**config.mk**
```make
export PLATFORM = sky130hd
export DESIGN_NAME = pmc_ctrl
export DESIGN_NICKNAME = d
export VERILOG_FILES = /design/src/design/pmc_pkg.sv /design/src/design/pmc_cnt_if.sv /design/src/design/pmc_ctrl.sv /design/src/design/pmc_div.sv /design/src/design/pmc_event_cnt.sv
export SDC_FILE = /design/constraint.sdc
export NUM_CORES = 1
export LEC_CHECK = 0
export ABC_CLOCK_PERIOD_IN_PS = 4100
export BUFFER_PORTS_ARGS = -buffer_cell sky130_fd_sc_hd__buf_2
export CORE_MARGIN = 2
export CORE_UTILIZATION = 40
export DETAILED_ROUTE_END_ITERATION = 16
export GPL_TIMING_DRIVEN = 0
export PLACE_DENSITY_LB_ADDON = 0.2
export SLEW_MARGIN = 20
export SYNTH_ARGS = -nofsm -noshare
export SYNTH_HDL_FRONTEND = slang
export SYNTH_SLANG_ARGS = --single-unit
```
**constraint.sdc**
```tcl
create_clock -name clock -period 4.1 [get_ports clock]
set_input_delay 0.205 -clock clock [delete_from_list [all_inputs] [get_ports clock]]
set_output_delay 0.205 -clock clock [all_outputs]
set_load 0.01 [all_outputs]
```
**src/design/pmc_pkg.sv**
```systemverilog
// package with constants and types for the perf monitor control block
package pmc_pkg;
    // ----------------------------------------
    // field positions of perf_monitor_control
    // ----------------------------------------
    localparam int          ENABLE_BIT     = 0;
    localparam int          EVT_RESET_BIT  = 1;
    localparam int          CYC_RESET_BIT  = 2;
    localparam int          DIVIDER_BIT    = 3;
    localparam int          EXPORT_BIT     = 4;
    localparam int          PROHIBIT_BIT   = 5;
    localparam int          WIDE_OVF_BIT   = 6;
    localparam int          COUNT_LSB      = 11;
    localparam int          PART_LSB       = 16;
    localparam int          MAKER_LSB      = 24;
    // ----------------------------------------
    // access encoding
    // ----------------------------------------
    localparam logic [3:0]  COPROC_NUM     = 4'hf;
    localparam logic [2:0]  OPC1_VAL       = 3'h0;
    localparam logic [3:0]  PRIMARY_VAL    = 4'h9;
    localparam logic [3:0]  SECONDARY_VAL  = 4'hc;
    localparam logic [2:0]  OPC2_VAL       = 3'h0;
    // ----------------------------------------
    // implementation values and timing
    // ----------------------------------------
    localparam logic [4:0]  NUM_COUNTERS   = 5'h06;
    localparam int          MAX_COUNTERS   = 31;
    localparam logic [7:0]  MAKER_CODE     = 8'h5a;  // arbitrary value
    localparam logic [7:0]  PART_CODE      = 8'h3c;  // arbitrary value
    localparam logic        HAS_HYP        = 1'b1;
    localparam logic        HAS_EXPORT_BUS = 1'b1;
    localparam logic        WIDE_OVF_RST   = 1'b1;
    localparam int          DIV_CYCLES     = 64;
    localparam int          CNT_WIDTH      = 32;
    localparam int          CYC_WIDTH      = 64;
    // ----------------------------------------
    // privilege levels and answers
    // ----------------------------------------
    typedef enum logic [1:0] {
        PMC_PL_USER = 2'h0,
        PMC_PL_KERN = 2'h1,
        PMC_PL_HYP  = 2'h2
    } pmc_level_t;
    typedef enum logic [1:0] {
        PMC_ANS_OK    = 2'h0,
        PMC_ANS_UNDEF = 2'h1,
        PMC_ANS_HYP   = 2'h3
    } pmc_answer_t;
endpackage : pmc_pkg

```
**src/design/pmc_cnt_if.sv**
```systemverilog
// interface carrying counter controls between the control block and its counters
`timescale 1ns/10ps
interface pmc_cnt_if;
    logic                                advance;
    logic                                clear;
    logic                                wide;
    logic [pmc_pkg::CNT_WIDTH-1:0]       value;
    logic                                ovf_pulse;
    modport ctrl (output advance, output clear, output wide, input value, input ovf_pulse);
    modport cnt  (input advance, input clear, input wide, output value, output ovf_pulse);
endinterface : pmc_cnt_if

```
**src/design/pmc_ctrl.sv**
```systemverilog
// perf monitor control register with cycle tally and event counters
//
// Functional notes
// - read-only five-bit count of event counters
// - lower levels read hyp_counter_limit as count
// - wide_overflow_sel picks 32 or 64-bit wrap
// - prohibit_stop_bit halts cycle tally when prohibited
// - export bit gates event export, cleared on reset
// - export bit never affects overflow signalling
// - divider bit counts cycles once per 64 clocks
// - wide overflow forces per-clock cycle counting
// - cycle-reset strobe clears tally, reads zero
// - cycle strobe leaves cycle overflow flag alone
// - event-reset strobe zeroes accessible event counters
// - lower levels spare counters at or above limit while hyp_enabled is set
// - hyp-level event reset zeroes all counters
// - event reset leaves event overflow flags alone
// - global enable gates counters below span
// - span is limit with hyp, else count
// - accessed via coprocessor 15 at 9/12, opcodes 0
// - user access traps undefined without enable
// - lower-level access traps to hyp on trap bits
// - read-only part code in bits 23:16
// - maker code in top byte, zero hides part
// - warm reset domain, low seven bits debug-shared
`timescale 1ns/10ps
module pmc_ctrl
(
    input  wire logic                              clock,
    input  wire logic                              rstn,
    // coprocessor access
    input  wire logic                              acc_valid,
    input  wire logic                              acc_write,
    input  wire logic [3:0]                        acc_coproc,
    input  wire logic [2:0]                        acc_opc1,
    input  wire logic [3:0]                        acc_crn,
    input  wire logic [3:0]                        acc_crm,
    input  wire logic [2:0]                        acc_opc2,
    input  wire logic [1:0]                        acc_level,
    input  wire logic [31:0]                       acc_wdata,
    output logic                                   acc_done,
    output logic [1:0]                             acc_answer,
    output logic [31:0]                            acc_rdata,
    // debug view of the low seven bits
    input  wire logic                              dbg_write,
    input  wire logic [6:0]                        dbg_wdata,
    output logic [6:0]                             dbg_rdata,
    // controls from neighbouring registers
    input  wire logic                              hyp_enabled,
    input  wire logic [4:0]                        hyp_counter_limit,
    input  wire logic                              user_access_enable,
    input  wire logic                              hyp_perf_trap,
    input  wire logic                              hyp_ctrl_reg_trap,
    input  wire logic                              primary_reg9_trap,
    input  wire logic [31:0]                       counter_enable_set_reg,
    input  wire logic                              count_prohibited,
    input  wire logic [30:0]                       event_in,
    // results
    output logic [63:0]                            cycle_tally,
    output logic                                   cycle_ovf,
    output logic [30:0]                            event_ovf,
    output logic [30:0]                            export_events
);
    // ----------------------------------------
    // control bits
    // ----------------------------------------
    logic       enable_reg;
    logic       divider_reg;
    logic       export_reg;
    logic       prohibit_reg;
    logic       wide_reg;

    // cycle tally and sticky flags
    logic [63:0] cyc_reg;
    logic        cyc_ovf_reg;
    logic [30:0] evt_ovf_reg;

    // answer and export stages
    logic [30:0] export_reg_q;
    logic        done_reg;
    logic [1:0]  answer_reg;
    logic [31:0] rdata_reg;

    // ----------------------------------------
    // access decode and traps
    // ----------------------------------------
    wire hit = acc_valid && acc_coproc == pmc_pkg::COPROC_NUM && acc_opc1 == pmc_pkg::OPC1_VAL
               && acc_crn == pmc_pkg::PRIMARY_VAL && acc_crm == pmc_pkg::SECONDARY_VAL
               && acc_opc2 == pmc_pkg::OPC2_VAL;
    wire is_user  = acc_level == pmc_pkg::PMC_PL_USER;
    wire is_hyp   = acc_level == pmc_pkg::PMC_PL_HYP;
    wire trap_und = hit && is_user && !user_access_enable;
    wire trap_hyp = hit && !is_hyp && pmc_pkg::HAS_HYP
                    && (hyp_perf_trap || hyp_ctrl_reg_trap || primary_reg9_trap);
    wire ok       = hit && !trap_und && !trap_hyp;
    wire wr       = ok && acc_write;
    // undefined is judged before hyp, and a trapped write changes nothing
    wire [1:0] answer = trap_und ? pmc_pkg::PMC_ANS_UNDEF :
                        trap_hyp ? pmc_pkg::PMC_ANS_HYP : pmc_pkg::PMC_ANS_OK;

    // ----------------------------------------
    // span and count view
    // ----------------------------------------
    // lower levels see the limit as the count, so a guest only sees its share
    wire [4:0] span = pmc_pkg::HAS_HYP ? hyp_counter_limit : pmc_pkg::NUM_COUNTERS;
    wire [4:0] count_view = (pmc_pkg::HAS_HYP && !is_hyp) ? hyp_counter_limit
                                                          : pmc_pkg::NUM_COUNTERS;
    wire [7:0] part_view = (pmc_pkg::MAKER_CODE == 8'h00) ? 8'h00 : pmc_pkg::PART_CODE;
    wire [6:0] low_bits  = {wide_reg, prohibit_reg, export_reg, divider_reg, 1'b0, 1'b0, enable_reg};
    wire [31:0] rd_word  = {pmc_pkg::MAKER_CODE, part_view, count_view, 4'h0, low_bits};

    // ----------------------------------------
    // reset strobes
    // ----------------------------------------
    // event reset reach depends on the level of the writer
    wire       cyc_clear = wr && acc_wdata[pmc_pkg::CYC_RESET_BIT];
    wire       evt_clear = wr && acc_wdata[pmc_pkg::EVT_RESET_BIT];
    wire [4:0] clear_lim = (is_hyp || !hyp_enabled || !pmc_pkg::HAS_HYP
                            || hyp_counter_limit >= pmc_pkg::NUM_COUNTERS)
                           ? pmc_pkg::NUM_COUNTERS : hyp_counter_limit;

    // ----------------------------------------
    // cycle tally
    // ----------------------------------------
    // the divider only steps while the tally runs, so a pause keeps its phase
    wire cyc_stop  = prohibit_reg && count_prohibited;
    wire cyc_run   = enable_reg && counter_enable_set_reg[31] && !cyc_stop;
    wire div_tick;
    wire cyc_adv   = cyc_run && ((divider_reg && !wide_reg) ? div_tick : 1'b1);
    wire [64:0] cyc_sum = {1'b0, cyc_reg} + 65'h1;
    // in 32-bit mode the flag watches the low word only; the tally keeps 64 bits
    wire cyc_wrap  = wide_reg ? cyc_sum[64] : (cyc_reg[31:0] == 32'hffffffff);

    pmc_div u_div
    (
        .clock (clock),
        .rstn  (rstn),
        .run   (cyc_run),
        .tick  (div_tick)
    );

    // ----------------------------------------
    // event counters
    // ----------------------------------------
    // slots past the implemented count are tied off so every flag bit has a driver
    wire [30:0] ovf_pulse;
    genvar g;
    generate
        for (g = 0; g < pmc_pkg::MAX_COUNTERS; g++)
        begin : g_evt
            pmc_cnt_if port_i ();
            if (g < int'(pmc_pkg::NUM_COUNTERS))
            begin : g_impl
                wire below = 5'(g) < span;
                // global enable only governs counters below the span
                assign port_i.advance = event_in[g] && counter_enable_set_reg[g]
                                        && (!below || enable_reg);
                assign port_i.clear   = evt_clear && (5'(g) < clear_lim);
                assign port_i.wide    = 1'b0;
                pmc_event_cnt u_cnt
                (
                    .clock  (clock),
                    .rstn   (rstn),
                    .port_c (port_i.cnt)
                );
            end
            else
            begin : g_none
                assign port_i.advance   = 1'b0;
                assign port_i.clear     = 1'b0;
                assign port_i.wide      = 1'b0;
                assign port_i.value     = '0;
                assign port_i.ovf_pulse = 1'b0;
            end
            assign ovf_pulse[g] = port_i.ovf_pulse;
        end
    endgenerate

    // export: gated by bit and prohibition, independent of overflow logic
    wire [30:0] export_next = (export_reg && !count_prohibited) ? event_in : 31'h0;

    // ----------------------------------------
    // control bit loading
    // ----------------------------------------
    // an access write wins over a debug write landing in the same cycle
    wire       ctrl_load = wr || dbg_write;
    wire [6:0] ctrl_src  = wr ? acc_wdata[6:0] : dbg_wdata;

    always_ff @(posedge clock or negedge rstn)
    begin
        if (!rstn)
            enable_reg <= 1'b0;
        else if (ctrl_load)
            enable_reg <= ctrl_src[pmc_pkg::ENABLE_BIT];
    end

    always_ff @(posedge clock or negedge rstn)
    begin
        if (!rstn)
            divider_reg <= 1'b0;
        else if (ctrl_load)
            divider_reg <= ctrl_src[pmc_pkg::DIVIDER_BIT];
    end

    always_ff @(posedge clock or negedge rstn)
    begin
        if (!rstn)
            export_reg <= 1'b0;
        else if (ctrl_load)
            export_reg <= ctrl_src[pmc_pkg::EXPORT_BIT] && pmc_pkg::HAS_EXPORT_BUS;
    end

    always_ff @(posedge clock or negedge rstn)
    begin
        if (!rstn)
            prohibit_reg <= 1'b0;
        else if (ctrl_load)
            prohibit_reg <= ctrl_src[pmc_pkg::PROHIBIT_BIT];
    end

    always_ff @(posedge clock or negedge rstn)
    begin
        if (!rstn)
            wide_reg <= pmc_pkg::WIDE_OVF_RST;
        else if (ctrl_load)
            wide_reg <= ctrl_src[pmc_pkg::WIDE_OVF_BIT];
    end

    // ----------------------------------------
    // cycle tally state and flags
    // ----------------------------------------
    always_ff @(posedge clock or negedge rstn)
    begin
        if (!rstn)
            cyc_reg <= 64'h0;
        else if (cyc_clear)
            cyc_reg <= 64'h0;
        else if (cyc_adv)
            cyc_reg <= cyc_sum[63:0];
    end

    // the strobe only zeroes the tally; the sticky flag stays for software to read
    always_ff @(posedge clock or negedge rstn)
    begin
        if (!rstn)
            cyc_ovf_reg <= 1'b0;
        else if (cyc_adv && !cyc_clear && cyc_wrap)
            cyc_ovf_reg <= 1'b1;
    end

    // flags are only ever set here; the event reset strobe has no path to them
    always_ff @(posedge clock or negedge rstn)
    begin
        if (!rstn)
            evt_ovf_reg <= 31'h0;
        else
            evt_ovf_reg <= evt_ovf_reg | ovf_pulse;
    end

    // ----------------------------------------
    // access answer and export stage
    // ----------------------------------------
    // read data is zero on writes and traps so nothing leaks past a trap
    wire [31:0] rdata_next = (ok && !acc_write) ? rd_word : 32'h0;

    always_ff @(posedge clock or negedge rstn)
    begin
        if (!rstn)
        begin
            done_reg   <= 1'b0;
            answer_reg <= pmc_pkg::PMC_ANS_OK;
            rdata_reg  <= 32'h0;
        end
        else
        begin
            done_reg   <= hit;
            answer_reg <= answer;
            rdata_reg  <= rdata_next;
        end
    end

    always_ff @(posedge clock or negedge rstn)
    begin
        if (!rstn)
            export_reg_q <= 31'h0;
        else
            export_reg_q <= export_next;
    end

    // ----------------------------------------
    // outputs
    // ----------------------------------------
    // debug view reads the same flops, with both strobe bits fixed at zero
    assign acc_done      = done_reg;
    assign acc_answer    = answer_reg;
    assign acc_rdata     = rdata_reg;
    assign dbg_rdata     = low_bits;
    assign cycle_tally   = cyc_reg;
    assign cycle_ovf     = cyc_ovf_reg;
    assign event_ovf     = evt_ovf_reg;
    assign export_events = export_reg_q;
endmodule // pmc_ctrl

```
**src/design/pmc_div.sv**
```systemverilog
// divide-by-64 prescaler producing a one-cycle enable for the cycle tally
`timescale 1ns/10ps
module pmc_div
(
    input  wire logic clock,
    input  wire logic rstn,
    input  wire logic run,
    output logic      tick
);
    logic [5:0] cnt_reg;
    logic [5:0] cnt_next;

    assign cnt_next = cnt_reg + 6'h01;
    assign tick     = run && (cnt_reg == 6'(pmc_pkg::DIV_CYCLES - 1));

    always_ff @(posedge clock or negedge rstn)
    begin
        if (!rstn)
            cnt_reg <= 6'h00;
        else if (run)
            cnt_reg <= cnt_next;
    end
endmodule // pmc_div

```
**src/design/pmc_event_cnt.sv**
```systemverilog
// one event counter with enable, clear strobe and overflow pulse
`timescale 1ns/10ps
module pmc_event_cnt
(
    input  wire logic clock,
    input  wire logic rstn,
    pmc_cnt_if.cnt    port_c
);
    logic [pmc_pkg::CNT_WIDTH-1:0] cnt_reg;
    logic [pmc_pkg::CNT_WIDTH:0]   sum;
    logic                          ovf_reg;

    assign sum              = {1'b0, cnt_reg} + 33'h1;
    assign port_c.value     = cnt_reg;
    assign port_c.ovf_pulse = ovf_reg;

    // clear has priority; overflow flags live elsewhere and are never touched by it
    always_ff @(posedge clock or negedge rstn)
    begin
        if (!rstn)
        begin
            cnt_reg <= '0;
            ovf_reg <= 1'b0;
        end
        else
        begin
            ovf_reg <= port_c.advance && !port_c.clear && sum[pmc_pkg::CNT_WIDTH];
            if (port_c.clear)
                cnt_reg <= '0;
            else if (port_c.advance)
                cnt_reg <= sum[pmc_pkg::CNT_WIDTH-1:0];
        end
    end
endmodule // pmc_event_cnt

```
==> metrics, run 1 <==
Post-layout nets 2236; io pins just over 300; Max Buffers Root-to-Sink 3; pre-CTS WS just over 0.8 ns; TritonCTS clock tree done; Yosys reg bits between 300 and 400; Crit path top cell by count clkbuf_1; P&R area growth vs syn 22.6%; achievable frequency 329 MHz; Worst Hold Endpoint export_events[4]; register area ~0.008 mm^2; initial core utilization between 40% and 50%; # setup viols final 0; CP Capture Type flip-flop; Die Y-Extent 208 um; sequential share of the synthesized area 48.8%; Main synth FF type dfrtp_1; Core Region approximately 0.04 mm^2; hold buffer count at cts 43; r2r setup slk about 1.1 ns; async set-reset flop share out of synthesis 100%; syn avg cell area between 9 and 10 um^2; Die Wd 208 um; routed length per instance between 15 and 20 um; initial antenna violation count 2; Cell Area, Synth 0.0167 mm^2; max reg flops ~190; die area 0.0433 mm^2; Placed Area 0.0186 mm^2; hold path start event_in[4]; layout cells sized above 1 17.6%; clk_skew 0.0242 ns; worst endpoint required time roughly 4.5 ns; CP Max Fanout 10; Final Max Tran Viols 0; final hold vios 0; vias in the first global route between 10000 and 15000; Top delay family on crit path buffers and inverters; Starting DRT DRC Count ~900; Tightest Hold Check Type primary input to flip-flop; Max-slew headroom between 30% and 40%; WS Path Type flip-flop to flip-flop; Setup Buffers After CTS 0; max-cap violations 0; Clock Root Buffer clkbuf_16; Worst Setup Start Kind flip-flop; reg-to-reg endpoint g_evt[2].g_impl.u_cnt.port_c.value[18]; Worst R2R Path Depth 7; port bufs 210; Worst path slowest cell buf_1; synth unique cells 61; final antenna-violating net count 0; global-route usage over all layers roughly 20%; Cells after Synth 1753; detailed-route via count 14187; LEAKAGE a little over 9 nW; Overflow after GRT 0; minimum clock period between 3 and 4 ns; hold_ws between 0.015 and 0.02 ns; Pre-Repair DR Iteration Count 5; Worst EP arrival around 3.5 ns; Largest stage delay, worst path around 0.64 ns; Worst Max-Slew Pin Slew around 0.97 ns; warnings from Yosys 0; RSZ-0062 raised after global routing false; final WL ~45000 um; Placement Rows between 70 and 80; CTS clk-pin slew, worst paths approximately 0.06 ns; gp weighted congestion about 0.89; clock sinks 325; multi-input logic area 0.00775 mm^2; H-tree lvl count 2; Filler cells roughly 3800; worst path cell trace clkbuf_1, buf_1, o211ai_1, clkbuf_1, nor4_1, xnor2_1, nor2_1; Detail Placement HPWL between 30000 and 40000 um; largest net degree at the start of global routing between 90 and 100; Max VDD drop between 0.0002 and 0.00025 V; Inserted Clock Buffers 39; period utilization between 70 and 80%; DRC viols 0; power per standard cell area 399 mW/mm^2; crit path buf inv count 3; global-route wire length before repair roughly 73000 um; status finished, final reports clean; vias per inst 5.35; post-cts sizing count 0; EDFF count, synth 0; Worst Hold Depth 2; Post-Layout Inst Area ~0.020 mm^2; clock latency on the worst-skew pair around 0.55 ns; Reg-to-Reg Start enable_reg; setup ws final approximately 1.1 ns
worst register-to-register path, cell delays in order, from the launching register on:
cell	delay (ns)
dfrtp_1	0.50
clkbuf_1	0.49
buf_1	0.64
o211ai_1	0.38
clkbuf_1	0.35
nor4_1	0.35
xnor2_1	0.17
nor2_1	0.05
logic make-up (layout without fill, tap and decap cells):
group	after synthesis	count (layout)	share of synthesized area [%]
flip-flops	325	325	48.8
adder cells (fa/ha/maj)	8	8	0.601
AO/OA/AOI/OAI	120	120	4.76
other	1	42	0.0225
AND/OR/NAND/NOR	887	887	28.2
buffers and inverters	188	514	5.63
multiplexers	19	19	1.15
XOR/XNOR	205	205	10.8
where the power goes:
group	leakage (nW)	internal, mW	switching [mW]
sequential	4.42	3.42	0.211
clock	0.672	2.26	1.38
combinational	4.09	0.368	0.506
total	9.18	6.05	2.09
layout by cell type, fill, tap and decap left out, drive strengths merged, types with 5 or more instances in the layout:
master / netlist / final
dfrtp: 324 / 324
buf: 81 / 294
nor2: 251 / 251
xnor2: 176 / 176
clkbuf: 59 / 112
nand2: 97 / 97
nand3: 91 / 91
nor4: 79 / 79
nor3: 76 / 76
nand4: 76 / 76
and2: 54 / 54
a21oi: 51 / 51
inv: 48 / 49
and4: 44 / 44
dlygate4sd3: 0 / 43
conb: 1 / 41
or4: 38 / 38
o31ai: 32 / 32
xor2: 29 / 29
and3: 24 / 24
mux2i: 18 / 18
or2: 12 / 12
nand2b: 11 / 11
or3: 11 / 11
clkinv: 0 / 9
nor4b: 8 / 8
ha: 8 / 8
o2111ai: 7 / 7
o21ai: 7 / 7
bufinv: 0 / 5
per-layer routing:
metal	GRT usage, %	share of wire (%)
met5	0	0.027
met4	6.72	2.4
met3	3.64	6.6
met2	33.1	46
met1	28.2	45
cell usage after synthesis (3+ instances only):
master	number	share of area (%)
or4_1	37	1.7
or4b_1	4	0.24
xor2_1	29	1.5
ha_1	8	0.60
and2_1	53	2.0
mux2i_1	18	1.1
nand2b_1	11	0.41
xnor2_1	176	9.3
o2111ai_1	7	0.37
or3_1	11	0.41
o31ai_1	32	1.4
a21oi_1	51	1.5
or2_2	8	0.30
buf_4	54	2.4
o21ai_0	6	0.18
o211ai_1	4	0.18
nor3b_1	3	0.14
nor2_1	251	5.7
nand2_1	97	2.2
nand4_1	75	2.8
nor4b_1	8	0.42
buf_1	3	0.068
nor4_1	78	2.9
o21a_1	4	0.18
nor3_1	76	2.3
nand3_1	91	2.7
clkbuf_1	59	1.3
inv_1	48	1.1
dfrtp_1	324	49
and3_1	24	0.90
and4_1	43	2.3
buf_2	24	0.72
nor2b_1	4	0.15
area by class of cell:
type	instances	area share (%)
Sequential cell	325	39.8
Multi-Input combinational cell	1280	37.9
Timing Repair Buffer	256	7.71
Clock buffer	53	5.59
Buffer	140	3.71
Tap cell	532	3.26
Clock inverter	17	1.07
Inverter	48	0.882
Antenna cell	1	0.0123
worst max-delay path by stage:
stage,from,endpoint,slack [ns],cells past startpoint
floorplan,cycle_tally[3],cycle_tally[55],1.82,7
global placement,rstn,g_evt[4].g_impl.u_cnt.port_c.value[18],-3.53,1
detailed placement,acc_crn[2],acc_rdata[13],0.83,7
CTS,enable_reg,g_evt[2].g_impl.u_cnt.port_c.value[18],1.02,7
global route,enable_reg,g_evt[3].g_impl.u_cnt.port_c.ovf_pulse,0.87,6
finish,enable_reg,g_evt[2].g_impl.u_cnt.port_c.value[18],1.06,7
through the flow:
| step | cells | util, % | setup TNS (ns) | power (mW) |
|---|---|---|---|---|
| global route | 2651 | 49.8 | 0 | 8.50 |
| floorplan | 1793 | - | 0 | 4.16 |
| detailed placement | 2538 | 45.4 | 0 | 4.52 |
| global placement | 2535 | 45.2 | -1131.59 | 4.47 |
| CTS | 2651 | 49.8 | 0 | 8.23 |
| finish | 2652 | 49.8 | 0 | 8.14 |
Note: power is estimated with default switching activity, not from simulation.
==> run 2: changes to the inputs <==
--- a/config.mk
+++ b/config.mk
@@ -5,7 +5,7 @@
 export SDC_FILE = /design/constraint.sdc
 export NUM_CORES = 1
 export LEC_CHECK = 0
-export ABC_CLOCK_PERIOD_IN_PS = 4100
+export ABC_CLOCK_PERIOD_IN_PS = 3000
 export BUFFER_PORTS_ARGS = -buffer_cell sky130_fd_sc_hd__buf_2
 export CORE_MARGIN = 2
 export CORE_UTILIZATION = 40
==> constraint.sdc (replaced) <==
create_clock -name clock -period 3 [get_ports clock]
set_input_delay 0.15 -clock clock [delete_from_list [all_inputs] [get_ports clock]]
set_output_delay 0.15 -clock clock [all_outputs]
set_load 0.01 [all_outputs]
==> metrics, run 2 (synthesized netlist as in run 1, its figures left out) <==
status finished, final reports clean; pre-CTS WS -0.215 ns (-1.05 ns); layout cells sized above 1 17.6% (+0.022 points); Placement Rows 74 (unchanged); post-route setup TNS 0 ns (unchanged); Placed Area 0.0186 mm^2 (unchanged); Clock Root Buffer clkbuf_16; final core utilization 49.9% (+0.085 points); register area 0.00813 mm^2 (unchanged); initial antenna violation count 2 (unchanged); Worst EP arrival 3.20 ns (-0.26 ns); WS Path Type primary input to flip-flop; Starting DRT DRC Count 991 (+7.4%); CTS clk-pin slew, worst paths 0.05 ns (about the same); Post-layout nets 2239 (+0.13%); H-tree lvl count 2 (unchanged); LEAKAGE 9.20 nW (+0.21%); detailed-route via count 14163 (-0.17%); final antenna-violating net count 0 (unchanged); Max-slew headroom 37.0% (+1.4 points); placed cells 2538 (unchanged); Pre-Repair DR Iteration Count 6 (+1); most common cell after layout, fill and taps aside dfrtp_1; clock latency on the worst-skew pair 0.55 ns (about the same); Post-Layout Inst Area 0.0205 mm^2 (+0.17%); global-route wire length before repair 73100 um (about the same); Final Non-Filler Cells 2654 (+0.075%); vias per inst 5.34 (-0.24%); DRC viols 0 (unchanged); initial core utilization 40.6% (unchanged); global-route usage over all layers 20.6% (about the same); port bufs 210 (unchanged); Worst Setup Start Kind primary input; Filler cells 3775 (-0.11%); Max VDD drop 0.000341 V (+37%); n_diodes 0 (-1); achievable frequency approximately 360 MHz; multi-input logic area 0.00775 mm^2 (unchanged); routed length per instance 16.8 um (about the same); setup ws final 0.204 ns (-0.858 ns); Final Max Tran Viols 0 (unchanged); Inserted Clock Buffers 39 (unchanged); Die Wd 208 um (unchanged); final WL 44600 um (about the same); vias in the first global route 13939 (-0.014%); leading cell types in the layout, fill and taps excluded dfrtp_1 (324), nor2_1 (251), buf_2 (234), xnor2_1 (176), nand2_1 (97); RSZ-0062 raised after global routing false; hold_ws 0.0257 ns (+0.00649 ns); gp weighted congestion 0.893 (unchanged); Total Power 11.1 mW (+37%); io pins 307 (unchanged); CP Max Fanout 10 (unchanged); Tightest Hold Check Type primary input to flip-flop; Max Buffers Root-to-Sink 3 (unchanged); P&R area growth vs syn 22.8%; TritonCTS clock tree done; period utilization ~93%; die area 0.0433 mm^2 (unchanged); CP Capture Type flip-flop; Overflow after GRT 0 (unchanged); max-cap violations 0 (unchanged); Detail Placement HPWL 31700 um (unchanged); clock sinks 325 (unchanged); largest net degree at the start of global routing 97 (unchanged); final hold vios 0 (unchanged); # setup viols final 0 (unchanged); Die Y-Extent 208 um (unchanged); worst endpoint required time 3.41 ns (-1.12 ns); Worst Max-Slew Pin Slew 0.944 ns (-0.0212 ns); max reg flops 192 (unchanged); Core Region 0.0410 mm^2 (unchanged); clk_skew 0.0239 ns (-0.000296 ns); minimum clock period approximately 2.8 ns; power per standard cell area 544 mW/mm^2 (+36%)
[run 2: changes by cell type in the layout (fill, tap and decap cells not counted)]
cell           before  now
buf_2             233  234
clkbuf_1           64   63
diode_2             1    0
buf_1               3    2
dlygate4sd3_1      43   47
[run 2: critical path, stage by stage]
cell	delay (ns)
dlygate4sd3_1	0.53
buf_2	0.16
nand2b_1	0.42
o41ai_2	0.26
nand4_1	0.71
nor2_1	0.30
a21oi_1	0.06
dlygate4sd3_1	0.60
[run 2: final timing paths]
kind                                                         from                                      to  slack, ns  cells past startpoint
setup reg to reg                                   cycle_tally[0]                               cycle_ovf       0.24                      8
setup / recovery                                     acc_level[0]                              enable_reg       0.20                      8
min in group asynchronous                                    rstn                         cycle_tally[26]       0.14                      2
max in group asynchronous                                    rstn  g_evt[4].g_impl.u_cnt.port_c.value[30]       1.60                      4
hold reg to reg            g_evt[1].g_impl.u_cnt.port_c.ovf_pulse                            event_ovf[1]       0.44                      1
hold / removal                                   count_prohibited                       export_events[30]       0.03                      3
[run 2: area by class of cell]
type | instances | area share [%]
Buffer | 139 | 3.69
Sequential cell | 325 | 39.8
Timing Repair Buffer | 260 | 7.89
Clock buffer | 53 | 5.58
Inverter | 48 | 0.881
Clock inverter | 17 | 1.07
Multi-Input combinational cell | 1280 | 37.9
Tap cell | 532 | 3.25
[run 2: timing repair]
action / 4_1_cts / 5_1_grt
hold endpoints to repair: 109 / 0
resized for setup: 1 / 0
endpoints found under the setup margin: 7 / 9
buffers inserted: 0 / 0
hold buffers: 47 / 0
[run 2: power by group]
part / leakage, nW / switching, mW / internal, mW
registers: 4.42 / 0.288 / 4.67
clock network: 0.672 / 1.88 / 3.09
logic: 4.11 / 0.690 / 0.506
[run 2: per-layer routing]
layer | vias to the layer above | share of wire, % | global-route usage (%)
met3 | 81 | 6.9 | 3.58
met5 | - | 0.027 | 0
met2 | 502 | 46 | 33.3
met1 | 6815 | 45 | 28.2
li1 | 6763 | - | -
met4 | 2 | 2.5 | 6.43
